<file path="src/pkg/stscr_pkg.sv">
// stscr_pkg: offsets, field positions and reset values of the
// transmit/sync configuration register bank.
// assumes: an 8-bit register port with a 3-bit word address.
package stscr_pkg;

  // ----------------------------------------------------------------
  // register offsets
  // ----------------------------------------------------------------
  localparam logic [2:0] STSCR_OFF_TX_CTL  = 3'h0;
  localparam logic [2:0] STSCR_OFF_SYNC_LO = 3'h1;
  localparam logic [2:0] STSCR_OFF_SYNC_HI = 3'h2;
  localparam logic [2:0] STSCR_OFF_EXT     = 3'h3;
  localparam logic [2:0] STSCR_OFF_STATUS  = 3'h4;

  // ----------------------------------------------------------------
  // transmit control fields
  // ----------------------------------------------------------------
  localparam int STSCR_TX_DTR     = 7;
  localparam int STSCR_TX_LEN_HI  = 6;
  localparam int STSCR_TX_LEN_LO  = 5;
  localparam int STSCR_TX_BREAK   = 4;
  localparam int STSCR_TX_ENABLE  = 3;
  localparam int STSCR_TX_CRC16   = 2;
  localparam int STSCR_TX_RTS     = 1;
  localparam int STSCR_TX_CRC_EN  = 0;

  localparam logic [1:0] STSCR_LEN_5 = 2'h0;
  localparam logic [1:0] STSCR_LEN_7 = 2'h1;
  localparam logic [1:0] STSCR_LEN_6 = 2'h2;
  localparam logic [1:0] STSCR_LEN_8 = 2'h3;

  // ----------------------------------------------------------------
  // extended option fields
  // ----------------------------------------------------------------
  localparam int STSCR_EXT_MBZ       = 7;
  localparam int STSCR_EXT_RD_EN     = 6;
  localparam int STSCR_EXT_TXF_LVL   = 5;
  localparam int STSCR_EXT_REQ_TIME  = 4;
  localparam int STSCR_EXT_RXF_LVL   = 3;
  localparam int STSCR_EXT_AUTO_RTS  = 2;
  localparam int STSCR_EXT_AUTO_EOM  = 1;
  localparam int STSCR_EXT_AUTO_FLAG = 0;

  // ----------------------------------------------------------------
  // reset values and fixed patterns
  // ----------------------------------------------------------------
  localparam logic [7:0] STSCR_RST_TX_CTL = 8'h00;
  localparam logic [7:0] STSCR_RST_SYNC   = 8'h00;
  localparam logic [7:0] STSCR_RST_EXT    = 8'h20;
  localparam logic [7:0] STSCR_SDLC_FLAG  = 8'h7e;
  localparam logic [7:0] STSCR_MASK_ALL   = 8'hff;
  localparam logic [7:0] STSCR_MASK_RANGE = 8'hf0;
  localparam logic [3:0] STSCR_NIB_ONES   = 4'hf;

  // ----------------------------------------------------------------
  // sync mode selection from the mode register
  // ----------------------------------------------------------------
  typedef enum logic [1:0] {
    STSCR_MODE_SYNC8  = 2'b00,
    STSCR_MODE_SYNC16 = 2'b01,
    STSCR_MODE_SDLC   = 2'b10,
    STSCR_MODE_EXT    = 2'b11
  } stscr_mode_t;

endpackage : stscr_pkg

</file>
<file path="src/verilog/stscr_regs.sv">
// stscr_regs: write-only transmit, sync and extended option registers
// of one serial channel, with decoded and effective outputs.
// assumes: host port synchronous to mclk; sync mode, 12-bit bisync and
// address range selection come from the mode registers elsewhere.
// Summary of operation
// - tx length bits 6:5 code 5,7,6,8 bits; bit 2 picks crc-16 else ccitt
// - low sync holds sync byte or address; 12-bit bisync low nibble ones
// - high sync holds upper sync bits; sdlc forces flag pattern 01111110
// - extended options reset to 0x20; bit 7 always held zero
//
// Chosen here: the address map and the strobed register port.
`timescale 1ns/1ps
module stscr_regs
  import stscr_pkg::*;
(
  input  wire logic        mclk,
  input  wire logic        nrst,
  input  wire logic [2:0]  addr,
  input  wire logic [7:0]  wr_data,
  input  wire logic        wr_stb,
  input  wire logic        rd_stb,
  output logic      [7:0]  rd_data,
  input  wire logic [1:0]  sync_mode,
  input  wire logic        bisync_12,
  input  wire logic        addr_range,
  output logic             dtr,
  output logic      [3:0]  tx_char_bits,
  output logic             send_break,
  output logic             tx_enable,
  output logic             crc16_sel,
  output logic             rts,
  output logic             tx_crc_enable,
  output logic      [7:0]  sync_low,
  output logic      [7:0]  sync_high,
  output logic      [7:0]  addr_cmp_mask,
  output logic      [7:0]  ext_options
);

  // ----------------------------------------------------------------
  // state
  // ----------------------------------------------------------------
  typedef struct packed {
    logic [7:0] tx_ctl;
    logic [3:0] char_bits;
    logic [7:0] sync_lo;
    logic [7:0] sync_hi;
    logic [7:0] sync_lo_eff;
    logic [7:0] sync_hi_eff;
    logic [7:0] mask;
    logic [7:0] ext;
    logic [7:0] rdata;
  } stscr_state_t;

  stscr_state_t st_reg;
  stscr_state_t st_next;
  logic         sdlc_mode;
  logic         bisync_12_mode;

  assign sdlc_mode      = (sync_mode == STSCR_MODE_SDLC);
  assign bisync_12_mode = (sync_mode == STSCR_MODE_SYNC16) && bisync_12;

  // ----------------------------------------------------------------
  // next state
  // ----------------------------------------------------------------
  always_comb begin
    st_next       = st_reg;
    st_next.rdata = 8'h00;
    if (wr_stb) begin
      case (addr)
        STSCR_OFF_TX_CTL:  st_next.tx_ctl  = wr_data;
        STSCR_OFF_SYNC_LO: st_next.sync_lo = wr_data;
        STSCR_OFF_SYNC_HI: st_next.sync_hi = wr_data;
        STSCR_OFF_EXT: begin
          st_next.ext                = wr_data;
          st_next.ext[STSCR_EXT_MBZ] = 1'b0;
        end
        default: ;
      endcase
    end
    case (st_next.tx_ctl[STSCR_TX_LEN_HI:STSCR_TX_LEN_LO])
      STSCR_LEN_5: st_next.char_bits = 4'h5;
      STSCR_LEN_7: st_next.char_bits = 4'h7;
      STSCR_LEN_6: st_next.char_bits = 4'h6;
      default:     st_next.char_bits = 4'h8;
    endcase
    st_next.sync_lo_eff = st_next.sync_lo;
    if (bisync_12_mode) begin
      st_next.sync_lo_eff[3:0] = STSCR_NIB_ONES;
    end
    st_next.mask = (sdlc_mode && addr_range) ? STSCR_MASK_RANGE
                                             : STSCR_MASK_ALL;
    st_next.sync_hi_eff = sdlc_mode ? STSCR_SDLC_FLAG
                                    : st_next.sync_hi;
    if (rd_stb) begin
      case (addr)
        STSCR_OFF_STATUS: st_next.rdata = {st_reg.tx_ctl[STSCR_TX_ENABLE],
                                           st_reg.tx_ctl[STSCR_TX_CRC16],
                                           sdlc_mode, bisync_12_mode,
                                           st_reg.char_bits};
        default:          st_next.rdata = 8'h00;
      endcase
    end
  end

  always_ff @(posedge mclk or negedge nrst) begin
    if (!nrst) begin
      st_reg.tx_ctl      <= STSCR_RST_TX_CTL;
      st_reg.char_bits   <= 4'h5;
      st_reg.sync_lo     <= STSCR_RST_SYNC;
      st_reg.sync_hi     <= STSCR_RST_SYNC;
      st_reg.sync_lo_eff <= STSCR_RST_SYNC;
      st_reg.sync_hi_eff <= STSCR_RST_SYNC;
      st_reg.mask        <= STSCR_MASK_ALL;
      st_reg.ext         <= STSCR_RST_EXT;
      st_reg.rdata       <= 8'h00;
    end else begin
      st_reg <= st_next;
    end
  end

  // ----------------------------------------------------------------
  // outputs
  // ----------------------------------------------------------------
  assign rd_data       = st_reg.rdata;
  assign dtr           = st_reg.tx_ctl[STSCR_TX_DTR];
  assign tx_char_bits  = st_reg.char_bits;
  assign send_break    = st_reg.tx_ctl[STSCR_TX_BREAK];
  assign tx_enable     = st_reg.tx_ctl[STSCR_TX_ENABLE];
  assign crc16_sel     = st_reg.tx_ctl[STSCR_TX_CRC16];
  assign rts           = st_reg.tx_ctl[STSCR_TX_RTS];
  assign tx_crc_enable = st_reg.tx_ctl[STSCR_TX_CRC_EN];
  assign sync_low      = st_reg.sync_lo_eff;
  assign sync_high     = st_reg.sync_hi_eff;
  assign addr_cmp_mask = st_reg.mask;
  assign ext_options   = st_reg.ext;

  // ----------------------------------------------------------------
  // checks
  // ----------------------------------------------------------------
  a_tx_char_len: assert property (
    @(posedge mclk) disable iff (!nrst)
    (wr_stb && addr == STSCR_OFF_TX_CTL && wr_data[6:5] == 2'b01)
      |=> (tx_char_bits == 4'h7) && (crc16_sel == $past(wr_data[2])))
    else $error("tx length or crc select wrong after write");

  a_bisync_low_ones: assert property (
    @(posedge mclk) disable iff (!nrst)
    (sync_mode == 2'b01 && bisync_12) |=> (sync_low[3:0] == 4'hf))
    else $error("low sync nibble not ones in 12-bit bisync");

  a_sdlc_flag_out: assert property (
    @(posedge mclk) disable iff (!nrst)
    (sync_mode == 2'b10) ##1 (sync_mode == 2'b10)
      |=> (sync_high == 8'h7e) && $stable(sync_high))
    else $error("sdlc flag pattern not presented");

  a_ext_bit_zero: assert property (
    @(posedge mclk) disable iff (!nrst)
    (wr_stb && addr == STSCR_OFF_EXT)
      |=> (ext_options == {1'b0, $past(wr_data[6:0])}))
    else $error("extended options not stored with bit 7 zero");

  a_tx_len_codes: assert property (
    @(posedge mclk) disable iff (!nrst)
    (wr_stb && addr == STSCR_OFF_TX_CTL)
      |=> (tx_char_bits == (($past(wr_data[6:5]) == STSCR_LEN_5) ? 4'h5 :
                            ($past(wr_data[6:5]) == STSCR_LEN_7) ? 4'h7 :
                            ($past(wr_data[6:5]) == STSCR_LEN_6) ? 4'h6 :
                                                                   4'h8)))
    else $error("tx character length not decoded from write");

  a_tx_bits_stored: assert property (
    @(posedge mclk) disable iff (!nrst)
    (wr_stb && addr == STSCR_OFF_TX_CTL)
      |=> ({dtr, send_break, tx_enable, crc16_sel, rts, tx_crc_enable} ==
           {$past(wr_data[7]), $past(wr_data[4:0])}))
    else $error("tx control bits not stored from write");

  a_low_byte_held: assert property (
    @(posedge mclk) disable iff (!nrst)
    (wr_stb && addr == STSCR_OFF_SYNC_LO &&
     !(sync_mode == STSCR_MODE_SYNC16 && bisync_12))
      |=> (sync_low == $past(wr_data)))
    else $error("low sync byte not stored from write");

  a_range_mask: assert property (
    @(posedge mclk) disable iff (!nrst)
    (sync_mode == STSCR_MODE_SDLC && addr_range)
      |=> (addr_cmp_mask == STSCR_MASK_RANGE))
    else $error("address range mask not applied");

  a_full_mask: assert property (
    @(posedge mclk) disable iff (!nrst)
    !(sync_mode == STSCR_MODE_SDLC && addr_range)
      |=> (addr_cmp_mask == STSCR_MASK_ALL))
    else $error("full address mask not applied");

  a_high_byte_held: assert property (
    @(posedge mclk) disable iff (!nrst)
    (wr_stb && addr == STSCR_OFF_SYNC_HI && sync_mode != STSCR_MODE_SDLC)
      |=> (sync_high == $past(wr_data)))
    else $error("high sync byte not stored from write");

  a_ext_reset_val: assert property (
    @(posedge mclk) disable iff (!nrst)
    $rose(nrst) |-> (ext_options == STSCR_RST_EXT) &&
                    (tx_char_bits == 4'h5) && (rd_data == 8'h00))
    else $error("registers not at reset values after reset");

  a_ext_mbz_zero: assert property (
    @(posedge mclk) disable iff (!nrst)
    (ext_options[STSCR_EXT_MBZ] == 1'b0))
    else $error("extended option bit 7 not zero");

  a_ext_held: assert property (
    @(posedge mclk) disable iff (!nrst)
    !(wr_stb && addr == STSCR_OFF_EXT) |=> $stable(ext_options))
    else $error("extended options changed without a write");

  a_rd_status_word: assert property (
    @(posedge mclk) disable iff (!nrst)
    (rd_stb && addr == STSCR_OFF_STATUS)
      |=> (rd_data == {$past(tx_enable), $past(crc16_sel),
                       $past(sync_mode == STSCR_MODE_SDLC),
                       $past(sync_mode == STSCR_MODE_SYNC16 && bisync_12),
                       $past(tx_char_bits)}))
    else $error("status read word wrong");

  a_rd_idle_zero: assert property (
    @(posedge mclk) disable iff (!nrst)
    !rd_stb |=> (rd_data == 8'h00))
    else $error("read data not zero outside a read");

endmodule : stscr_regs

</file>
<file path="config.mk">
export PLATFORM = sky130hd
export DESIGN_NAME = stscr_regs
export DESIGN_NICKNAME = d
export VERILOG_FILES = /design/src/pkg/stscr_pkg.sv /design/src/verilog/stscr_regs.sv
export SDC_FILE = /design/constraint.sdc
export NUM_CORES = 1
export LEC_CHECK = 0
export BUFFER_PORTS_ARGS = -buffer_cell sky130_fd_sc_hd__buf_2
export CAP_MARGIN = 10
export CORE_ASPECT_RATIO = 0.8
export CORE_UTILIZATION = 40
export DETAILED_ROUTE_END_ITERATION = 12
export HOLD_SLACK_MARGIN = 0.08
export PLACE_DENSITY = 0.75
export SYNTH_ARGS = -nofsm -noshare
export SYNTH_HDL_FRONTEND = slang
export SYNTH_SLANG_ARGS = --single-unit
</file>
<file path="constraint.sdc">
create_clock -name mclk -period 1.8 [get_ports mclk]
set_input_delay 0.54 -clock mclk [delete_from_list [all_inputs] [get_ports mclk]]
set_output_delay 0.54 -clock mclk [all_outputs]
set_load 0.05 [all_outputs]
</file>
==> metrics.yaml, run 1 <==
final.setup.tns_ns: 0
drt_iter0_drc: 62
max_freq_mhz: 601
rows: 24
cts-buffers-inserted: 5
ys_seq_area_share_pct: 59.9
largest_reg_flops: 15
critPathMaxFanout: 4
fillers: 501
synth-edff-count: 0
worstHoldPathType: "in -> async"
core-area_um2: 5560
postSynthCellCount: 169
cp-start-kind: "flop"
setup_viol: 0
skew_ns: 0.00452
post_cts_buffers: 0
synth_most_common_cell: "dfrtp_1"
ctsHtreeMaxLevel: 2
slowest_delay_ns: 0.55
highest_layer: "met4"
synthTopCellsByCount: "dfrtp_1, buf_4, mux2_2, nand2b_1, and2_1"
vias: 1237
drv_slew: 0
wl_met1_um: 1880
drc_errors: 0
synthToLayoutAreaGrowth_pct: 12.6
worst_skew_pair.late_latency_ns: 0.31
crit_buf_inv: 1
cp.required_ns: 1.26
synth_seq_cells: 56
cts_tree: "built"
synth_area_per_cell_um2: 13.9
power.ir.vdd_worst_mv: 0.554
clock-root-buffer: "clkbuf_8"
dieArea_um2: 6180
vias_per_cell: 4.37
ys_warn_count: 0
portBuffers: 63
drive_gt1_share_pct: 56.1
finalWirelength_um: 3770
grt_usage_pct: 13.8
place_area_um2: 2540
chipWidth_um: 87.6
hold_viol_final: 0
grt_pass1_wl_um: 6380
status: "finished, final reports clean"
io_pins: 69
crit_chain: "buf_2"
slowest_stage: "dfstp_2"
synthTopCellsByArea: "dfrtp_1, buf_4, mux2_2"
diodes: 0
multi_input_area_um2: 637
stdcell_area_um2: 2640
gp_congestion: 0.724
power_density_nw_per_um2: 1310
cts.sinks: 56
ys_types: 19
grt_pass1_vias: 1266
p_leak_nw: 1.29
clk_pin_slew_ns: 0.11
yosysTopAreaCell: "dfrtp_1"
met2_length_um: 1660
synth_top_area_share_pct: 55.4
rsz0062_at_grt: "false"
crit_family: "flip-flops"
layout_min_cycle_time_ns: 1.66
final_util_pct: 47.6
holdBufCountCts: 0
synth_area_um2: 2350
period_share_pct: 92.4
critPathKind: "reg -> out"
start_util_pct: 42.3
drt-pass1-iter-count: 4
ant_nets: 0
critical_path_arrival_ns: 1.12
grt-ovfl-total: 0
cap_violations: 0
power_mw: 3.45
synthFlopType: "dfrtp_1"
register_area_um2: 1410
wl_per_cell_um: 13.3
async_flop_share_pct: 100
hpwl_um: 2690
cts_buffer_depth: 2
grt_max_degree: 57
wl_met3_um: 196
ctsResizeCount: 0
die_y_um: 70.5
end_kind: "primary output"
fin_nets: 224
antenna_found_initial: 0
-- path summary, 6_finish.rpt --
check / cells after the start / to / from / slack [ns]
max: 1 / addr_cmp_mask[2] / addr_cmp_mask[2]$_DFF_PN1_ / 0.14
min: 2 / ext_options[0]$_DFFE_PN0P_ / nrst / 0.21
max reg2reg: 2 / tx_char_bits[1]$_DFF_PN0_ / st_reg[65]$_DFF_PN0_ / 0.80
min reg2reg: 1 / rd_data[3]$_DFF_PN0_ / tx_char_bits[3]$_DFF_PN0_ / 0.48
max in group asynchronous: 2 / tx_char_bits[0]$_DFF_PN1_ / nrst / 1.29
min in group mclk: 2 / addr_cmp_mask[2]$_DFF_PN1_ / addr_range / 0.37
-- power breakdown --
part / total, mW / leakage, nW / switching, mW / internal, mW
combinational: 1.15 / 0.563 / 0.841 / 0.310
clock: 0.722 / 0.0511 / 0.427 / 0.294
sequential: 1.58 / 0.678 / 0.0805 / 1.50
-- cell type report --
cell class / instances / area share, %
clock buffers: 5 / 2.60
clock inverters: 3 / 1.09
inverters: 1 / 0.142
multi-input cells: 69 / 24.1
flip-flops and latches: 56 / 53.2
well taps: 78 / 3.69
repair buffers: 71 / 15.2
-- layout by cell type, fill, tap and decap left out, drive strengths merged --
master   n
and2     8
and3     1
buf     71
clkbuf   5
conb     5
dfrtp   52
dfstp    4
ha       1
inv      4
mux2    32
nand2b  11
nand3    1
nand3b   2
nand4b   1
nor2     4
nor4b    1
nor4bb   2
-- cell families (layout without fill, tap and decap cells) --
family	Yosys count	after routing	share of synthesized area, %
adder cells (fa/ha/maj)	1	1	0.533
buffers and inverters	47	80	14.7
AND/OR/NAND/NOR	31	31	9.06
multiplexers	32	32	15.5
other	2	5	0.320
flip-flops	56	56	59.9
-- metal layers --
layer	GRT usage, %	vias to the layer above
met5	0	-
met4	4.37	0
met3	4.14	4
met2	20.5	47
met1	19.5	610
li1	-	576
-- metrics by stage --
| step | setup WS (ns) | instances | hold WS, ns |
|---|---|---|---|
| 2_1_floorplan | 0.0334 | 172 | 0.244 |
| 3_3_place_gp | -0.0132 | 275 | 0.457 |
| 3_5_place_dp | -0.0334 | 275 | 0.463 |
| 4_1_cts | 0.118 | 283 | 0.216 |
| 5_1_grt | 0.0576 | 283 | 0.205 |
| 6_report | 0.137 | 283 | 0.211 |
(Power assumes the default switching activity.)
==> run 2, diff against run 1 <==
--- a/config.mk
+++ b/config.mk
@@ -8,6 +8,7 @@
 export BUFFER_PORTS_ARGS = -buffer_cell sky130_fd_sc_hd__buf_2
 export CAP_MARGIN = 10
 export CORE_ASPECT_RATIO = 0.8
+export CORE_MARGIN = 2
 export CORE_UTILIZATION = 40
 export DETAILED_ROUTE_END_ITERATION = 12
 export HOLD_SLACK_MARGIN = 0.08
==> metrics.yaml, run 2 (synthesis gave the netlist of run 1 again) <==
p_sw_share_pct: 38.4  # -0.67 points
power_frac_comb_pct: 33.5  # +0.2 points
crit_family: "flip-flops"
intPower_mw: 2.12  # +0.86%
switchingPower_mw: 1.32  # -1.9%
grt-ovfl-total: 0  # unchanged
largest_reg_flops: 15  # unchanged
critPathKind: "reg -> out"
pwr-share-seq_pct: 45.9  # about the same
gp_congestion: 0.792  # +9.4%
critPathMaxFanout: 4  # unchanged
layout_min_cycle_time_ns: 1.65  # -0.0116 ns
grt_pass1_vias: 1206  # -4.7%
grt_max_degree: 57  # unchanged
timing.rr.start: "st_reg[65]$_DFF_PN0_"
clk_pin_slew_ns: 0.10  # about the same
ant_nets: 0  # unchanged
crit_chain: "buf_2"
wl_per_cell_um: 14.3  # +7.8%
ctsResizeCount: 0  # unchanged
cts-buffers-inserted: 5  # unchanged
r2r-end: "tx_char_bits[1]$_DFF_PN0_"
stdcell_area_um2: 2620  # -0.80%
p_leak_nw: 1.28  # -0.86%
rsz0062_at_grt: "false"
cts_buffer_depth: 2  # unchanged
end_kind: "primary output"
final_cells: 282  # -0.35%
mostFrequentLayoutCell: "buf_2"
final_util_pct: 47.2  # -0.38 points
drive_gt1_share_pct: 55.9  # -0.22 points
portBuffers: 63  # unchanged
cap_violations: 0  # unchanged
vias_per_cell: 4.45  # +1.7%
io_pins: 69  # unchanged
holdBufCountCts: 0  # unchanged
clock-root-buffer: "clkbuf_8"
crit_buf_inv: 1  # unchanged
reg2reg_depth: 2  # unchanged
hold_slack_ns: 0.213  # +0.00200 ns
clockPowerShare_pct: 20.6  # -0.3 points
ctsHtreeMaxLevel: 2  # unchanged
cp.required_ns: 1.26  # about the same
reg2reg_setup_slack_ns: 0.81  # about the same
mostFrequentLayoutCells: "buf_2, dfrtp_1, mux2_2"
dp_cells: 274  # -0.36%
dieArea_um2: 6500  # +5.2%
drt_iter0_drc: 56  # -9.7%
setup_viol: 0  # unchanged
drc_errors: 0  # unchanged
worst_skew_pair.late_latency_ns: 0.30  # about the same
slowest_stage: "dfstp_2"
power.ir.vdd_worst_mv: 0.503  # -9.2%
cp-start-kind: "flop"
post_cts_buffers: 0  # unchanged
diodes: 0  # unchanged
max_freq_mhz: 606  # +0.70%
start_util_pct: 42.3  # unchanged
drt-pass1-iter-count: 4  # unchanged
critical_path_arrival_ns: 1.11  # about the same
power_mw: 3.45  # -0.23%
worstHoldPathType: "in -> async"
cts.sinks: 56  # unchanged
status: "finished, final reports clean"
finalWirelength_um: 4050  # +7.4%
grt_usage_pct: 12.8  # -0.98 points
cts_tree: "built"
die_y_um: 72.5  # +2.8%
power_density_nw_per_um2: 1310  # +0.58%
hold_viol_final: 0  # unchanged
grt_pass1_wl_um: 6170  # -3.2%
drv_slew: 0  # unchanged
hpwl_um: 2870  # +6.8%
slowest_delay_ns: 0.55  # about the same
core-area_um2: 5560  # unchanged
fin_nets: 223  # -0.45%
period_share_pct: 91.7  # -0.64 points
vias: 1254  # +1.4%
antenna_found_initial: 0  # unchanged
chipWidth_um: 89.6  # +2.3%
rows: 24  # unchanged
synthToLayoutAreaGrowth_pct: 11.7
skew_ns: 0.00804  # +0.00352 ns
place_area_um2: 2520  # -0.79%
-- run 2: changes by cell type in the layout (fill, tap and decap cells not counted), sizes merged --
cell	before	now
clkbuf	5	6
inv	4	2
clkinv	0	1
buf	71	70
-- run 2: final cells by class --
| cell class | count | area [um^2] |
|---|---|---|
| sequential | 56 | 1410 |
| inverter | 1 | 3.75 |
| fill | 508 | 2930 |
| tap | 78 | 97.6 |
| multi-input combinational | 69 | 637 |
| clock buffer | 6 | 82.6 |
| clock inverter | 2 | 13.8 |
| timing repair buffer | 70 | 380 |
-- run 2: per-stage QoR --
stage / TNS [ns] / setup WS (ns)
after floorplan: 0 / 0.0334
after global placement: -0.276 / -0.0497
after detailed placement: -0.364 / -0.0406
after CTS: 0 / 0.132
after global routing: 0 / 0.102
final: 0 / 0.149
-- run 2: power by group through the flow --
stage,Clock (mW),Combinational (mW),Sequential [mW]
6_report,0.710,1.15,1.58
5_1_grt,0.795,1.22,1.61
4_1_cts,0.748,1.17,1.59
3_5_place_dp,0,1.16,1.61
3_3_place_gp,0,1.15,1.60
2_1_floorplan,0,0.986,1.70
-- run 2: layer usage --
layer  global-route usage, %  vias to the layer above  wire length, um
li1                        -                      570                -
met1                    17.5                      640             1870
met2                    19.9                       42             1920
met3                    4.10                        2              242
met4                    3.48                        0               15
met5                       0                        -                0
-- run 2: worst max path at each step --
stage	startpoint	to	slack, ns	cells past startpoint
floorplan	addr[2]	tx_char_bits[1]$_DFF_PN0_	0.03	3
global placement	addr[2]	tx_char_bits[1]$_DFF_PN0_	-0.05	5
finish	addr_cmp_mask[2]$_DFF_PN1_	addr_cmp_mask[1]	0.15	1
global route	addr_cmp_mask[2]$_DFF_PN1_	addr_cmp_mask[1]	0.10	1
CTS	addr_cmp_mask[2]$_DFF_PN1_	addr_cmp_mask[1]	0.13	1
detailed placement	addr[2]	tx_char_bits[1]$_DFF_PN0_	-0.04	5
==> run 3, diff against run 2 <==
--- a/config.mk
+++ b/config.mk
@@ -5,14 +5,17 @@
 export SDC_FILE = /design/constraint.sdc
 export NUM_CORES = 1
 export LEC_CHECK = 0
+export ABC_AREA = 0
 export BUFFER_PORTS_ARGS = -buffer_cell sky130_fd_sc_hd__buf_2
 export CAP_MARGIN = 10
+export CELL_PAD_IN_SITES_DETAIL_PLACEMENT = 1
+export CELL_PAD_IN_SITES_GLOBAL_PLACEMENT = 1
 export CORE_ASPECT_RATIO = 0.8
 export CORE_MARGIN = 2
 export CORE_UTILIZATION = 40
 export DETAILED_ROUTE_END_ITERATION = 12
 export HOLD_SLACK_MARGIN = 0.08
-export PLACE_DENSITY = 0.75
+export PLACE_DENSITY = 0.89
 export SYNTH_ARGS = -nofsm -noshare
 export SYNTH_HDL_FRONTEND = slang
 export SYNTH_SLANG_ARGS = --single-unit
==> metrics.yaml, run 3 (synthesis gave the netlist of run 1 again) <==
status: "finished, final reports clean"
rsz0062_at_grt: "false"
register_area_um2: 1410  # unchanged
grt_usage_pct: 14.1  # +1.3 points
hold_slack_ns: 0.200  # -0.0132 ns
drt_iter0_drc: 45  # -20%
drive_gt1_share_pct: 55.4  # -0.49 points
io_pins: 69  # unchanged
drv_slew: 0  # unchanged
stdcell_area_um2: 2610  # -0.43%
crit_chain: "buf_2"
layout_setup_ws_ns: 0.128  # -0.0209 ns
critPathKind: "reg -> out"
gp_congestion: 0.736  # -7.1%
mostFrequentLayoutCells: "buf_2, dfrtp_1, mux2_2"
fillers: 603  # +19%
ctsHtreeMaxLevel: 2  # unchanged
mostFrequentLayoutCell: "buf_2"
hold_viol_final: 0  # unchanged
finalWirelength_um: 4220  # +4.3%
grt_pass1_wl_um: 6660  # +7.9%
hpwl_um: 3080  # +7.2%
p_leak_nw: 1.27  # -0.81%
setup_viol: 0  # unchanged
skew_ns: 0.00461  # -0.00343 ns
drc_errors: 0  # unchanged
cts_tree: "built"
crit_family: "flip-flops"
clk_pin_slew_ns: 0.10  # about the same
cts_buffer_depth: 2  # unchanged
max_freq_mhz: 598  # -1.3%
cap_violations: 0  # unchanged
slowest_stage: "dfstp_2"
grt_max_degree: 57  # unchanged
fin_nets: 223  # unchanged
clock-root-buffer: "clkbuf_8"
end_kind: "primary output"
cts.sinks: 56  # unchanged
synthToLayoutAreaGrowth_pct: 11.2
die_y_um: 72.5  # unchanged
critPathMaxFanout: 4  # unchanged
wl_per_cell_um: 15.0  # +4.3%
timing.rr.start: "st_reg[65]$_DFF_PN0_"
grt_pass1_vias: 1308  # +8.5%
ant_nets: 0  # unchanged
core-area_um2: 5560  # unchanged
chipWidth_um: 89.6  # unchanged
layout_min_cycle_time_ns: 1.67  # +0.0209 ns
worstHoldPathType: "in -> async"
cp-start-kind: "flop"
dieArea_um2: 6500  # unchanged
dp_cells: 274  # unchanged
power_mw: 3.42  # -0.83%
start_util_pct: 42.3  # unchanged
ctsResizeCount: 0  # unchanged
antenna_found_initial: 0  # unchanged
slowest_delay_ns: 0.55  # about the same
power_density_nw_per_um2: 1310  # -0.40%
place_area_um2: 2520  # unchanged
power.ir.vdd_worst_mv: 0.451  # -10%
period_share_pct: 92.9  # +1.2 points
grt-ovfl-total: 0  # unchanged
holdBufCountCts: 0  # unchanged
dp_slack_ns: -0.0446  # -0.00401 ns
post_cts_buffers: 0  # unchanged
portBuffers: 63  # unchanged
critical_path_arrival_ns: 1.13  # +0.02 ns
multi_input_area_um2: 637  # unchanged
crit_path_start: "addr_cmp_mask[2]$_DFF_PN1_"
worst_skew_pair.late_latency_ns: 0.31  # about the same
largest_reg_flops: 15  # unchanged
drt-pass1-iter-count: 3  # -1
crit_buf_inv: 1  # unchanged
cp.required_ns: 1.26  # about the same
diodes: 0  # unchanged
vias: 1268  # +1.1%
final_cells: 282  # unchanged
rows: 24  # unchanged
cts-buffers-inserted: 5  # unchanged
vias_per_cell: 4.50  # +1.1%
-- run 3: changes by cell type in the layout (fill, tap and decap cells not counted), sizes merged --
cell,delta
clkinvlp,+1
inv,-1
-- run 3: layout make-up --
cell class              count  share of cell area [%]
flip-flops and latches     56                    53.9
multi-input cells          69                    24.4
repair buffers             70                    14.6
well taps                  78                    3.74
clock buffers               6                    2.78
clock inverters             2                   0.479
inverters                   1                   0.144
-- run 3: path summary, 6_finish.rpt --
check                           slack, ns  cells after the start                    endpoint
worst max-delay path                 0.13                      1            addr_cmp_mask[1]
max in group asynchronous            1.30                      2   tx_char_bits[0]$_DFF_PN1_
min in group mclk                    0.38                      2  addr_cmp_mask[2]$_DFF_PN1_
worst max register to register       0.80                      2   tx_char_bits[1]$_DFF_PN0_
worst min register to register       0.49                      1        rd_data[1]$_DFF_PN0_
worst min-delay path                 0.20                      2      sync_high[2]$_DFF_PN0_
-- run 3: power breakdown --
part           switching (mW)  total, mW  internal (mW)
logic                   0.849       1.16          0.307
registers              0.0868       1.59           1.50
clock network           0.399      0.672          0.273
total                    1.33       3.42           2.08
-- run 3: routing by layer --
layer | vias to the layer above | wire length, um | part of all wire [%] | track usage (%)
met1 | 645 | 1810 | 43 | 17.2
met5 | - | 0 | 0 | 0
li1 | 570 | - | - | -
met2 | 47 | 1980 | 47 | 22.5
met3 | 6 | 358 | 8.5 | 4.89
met4 | 0 | 72 | 1.7 | 6.47
-- run 3: per-stage QoR --
step | setup TNS (ns) | util, %
after global routing | 0 | 47.0
after CTS | 0 | 47.0
after floorplan | 0 | -
after global placement | -0.0598 | 45.5
after detailed placement | -0.261 | 45.5
final | 0 | 47.0
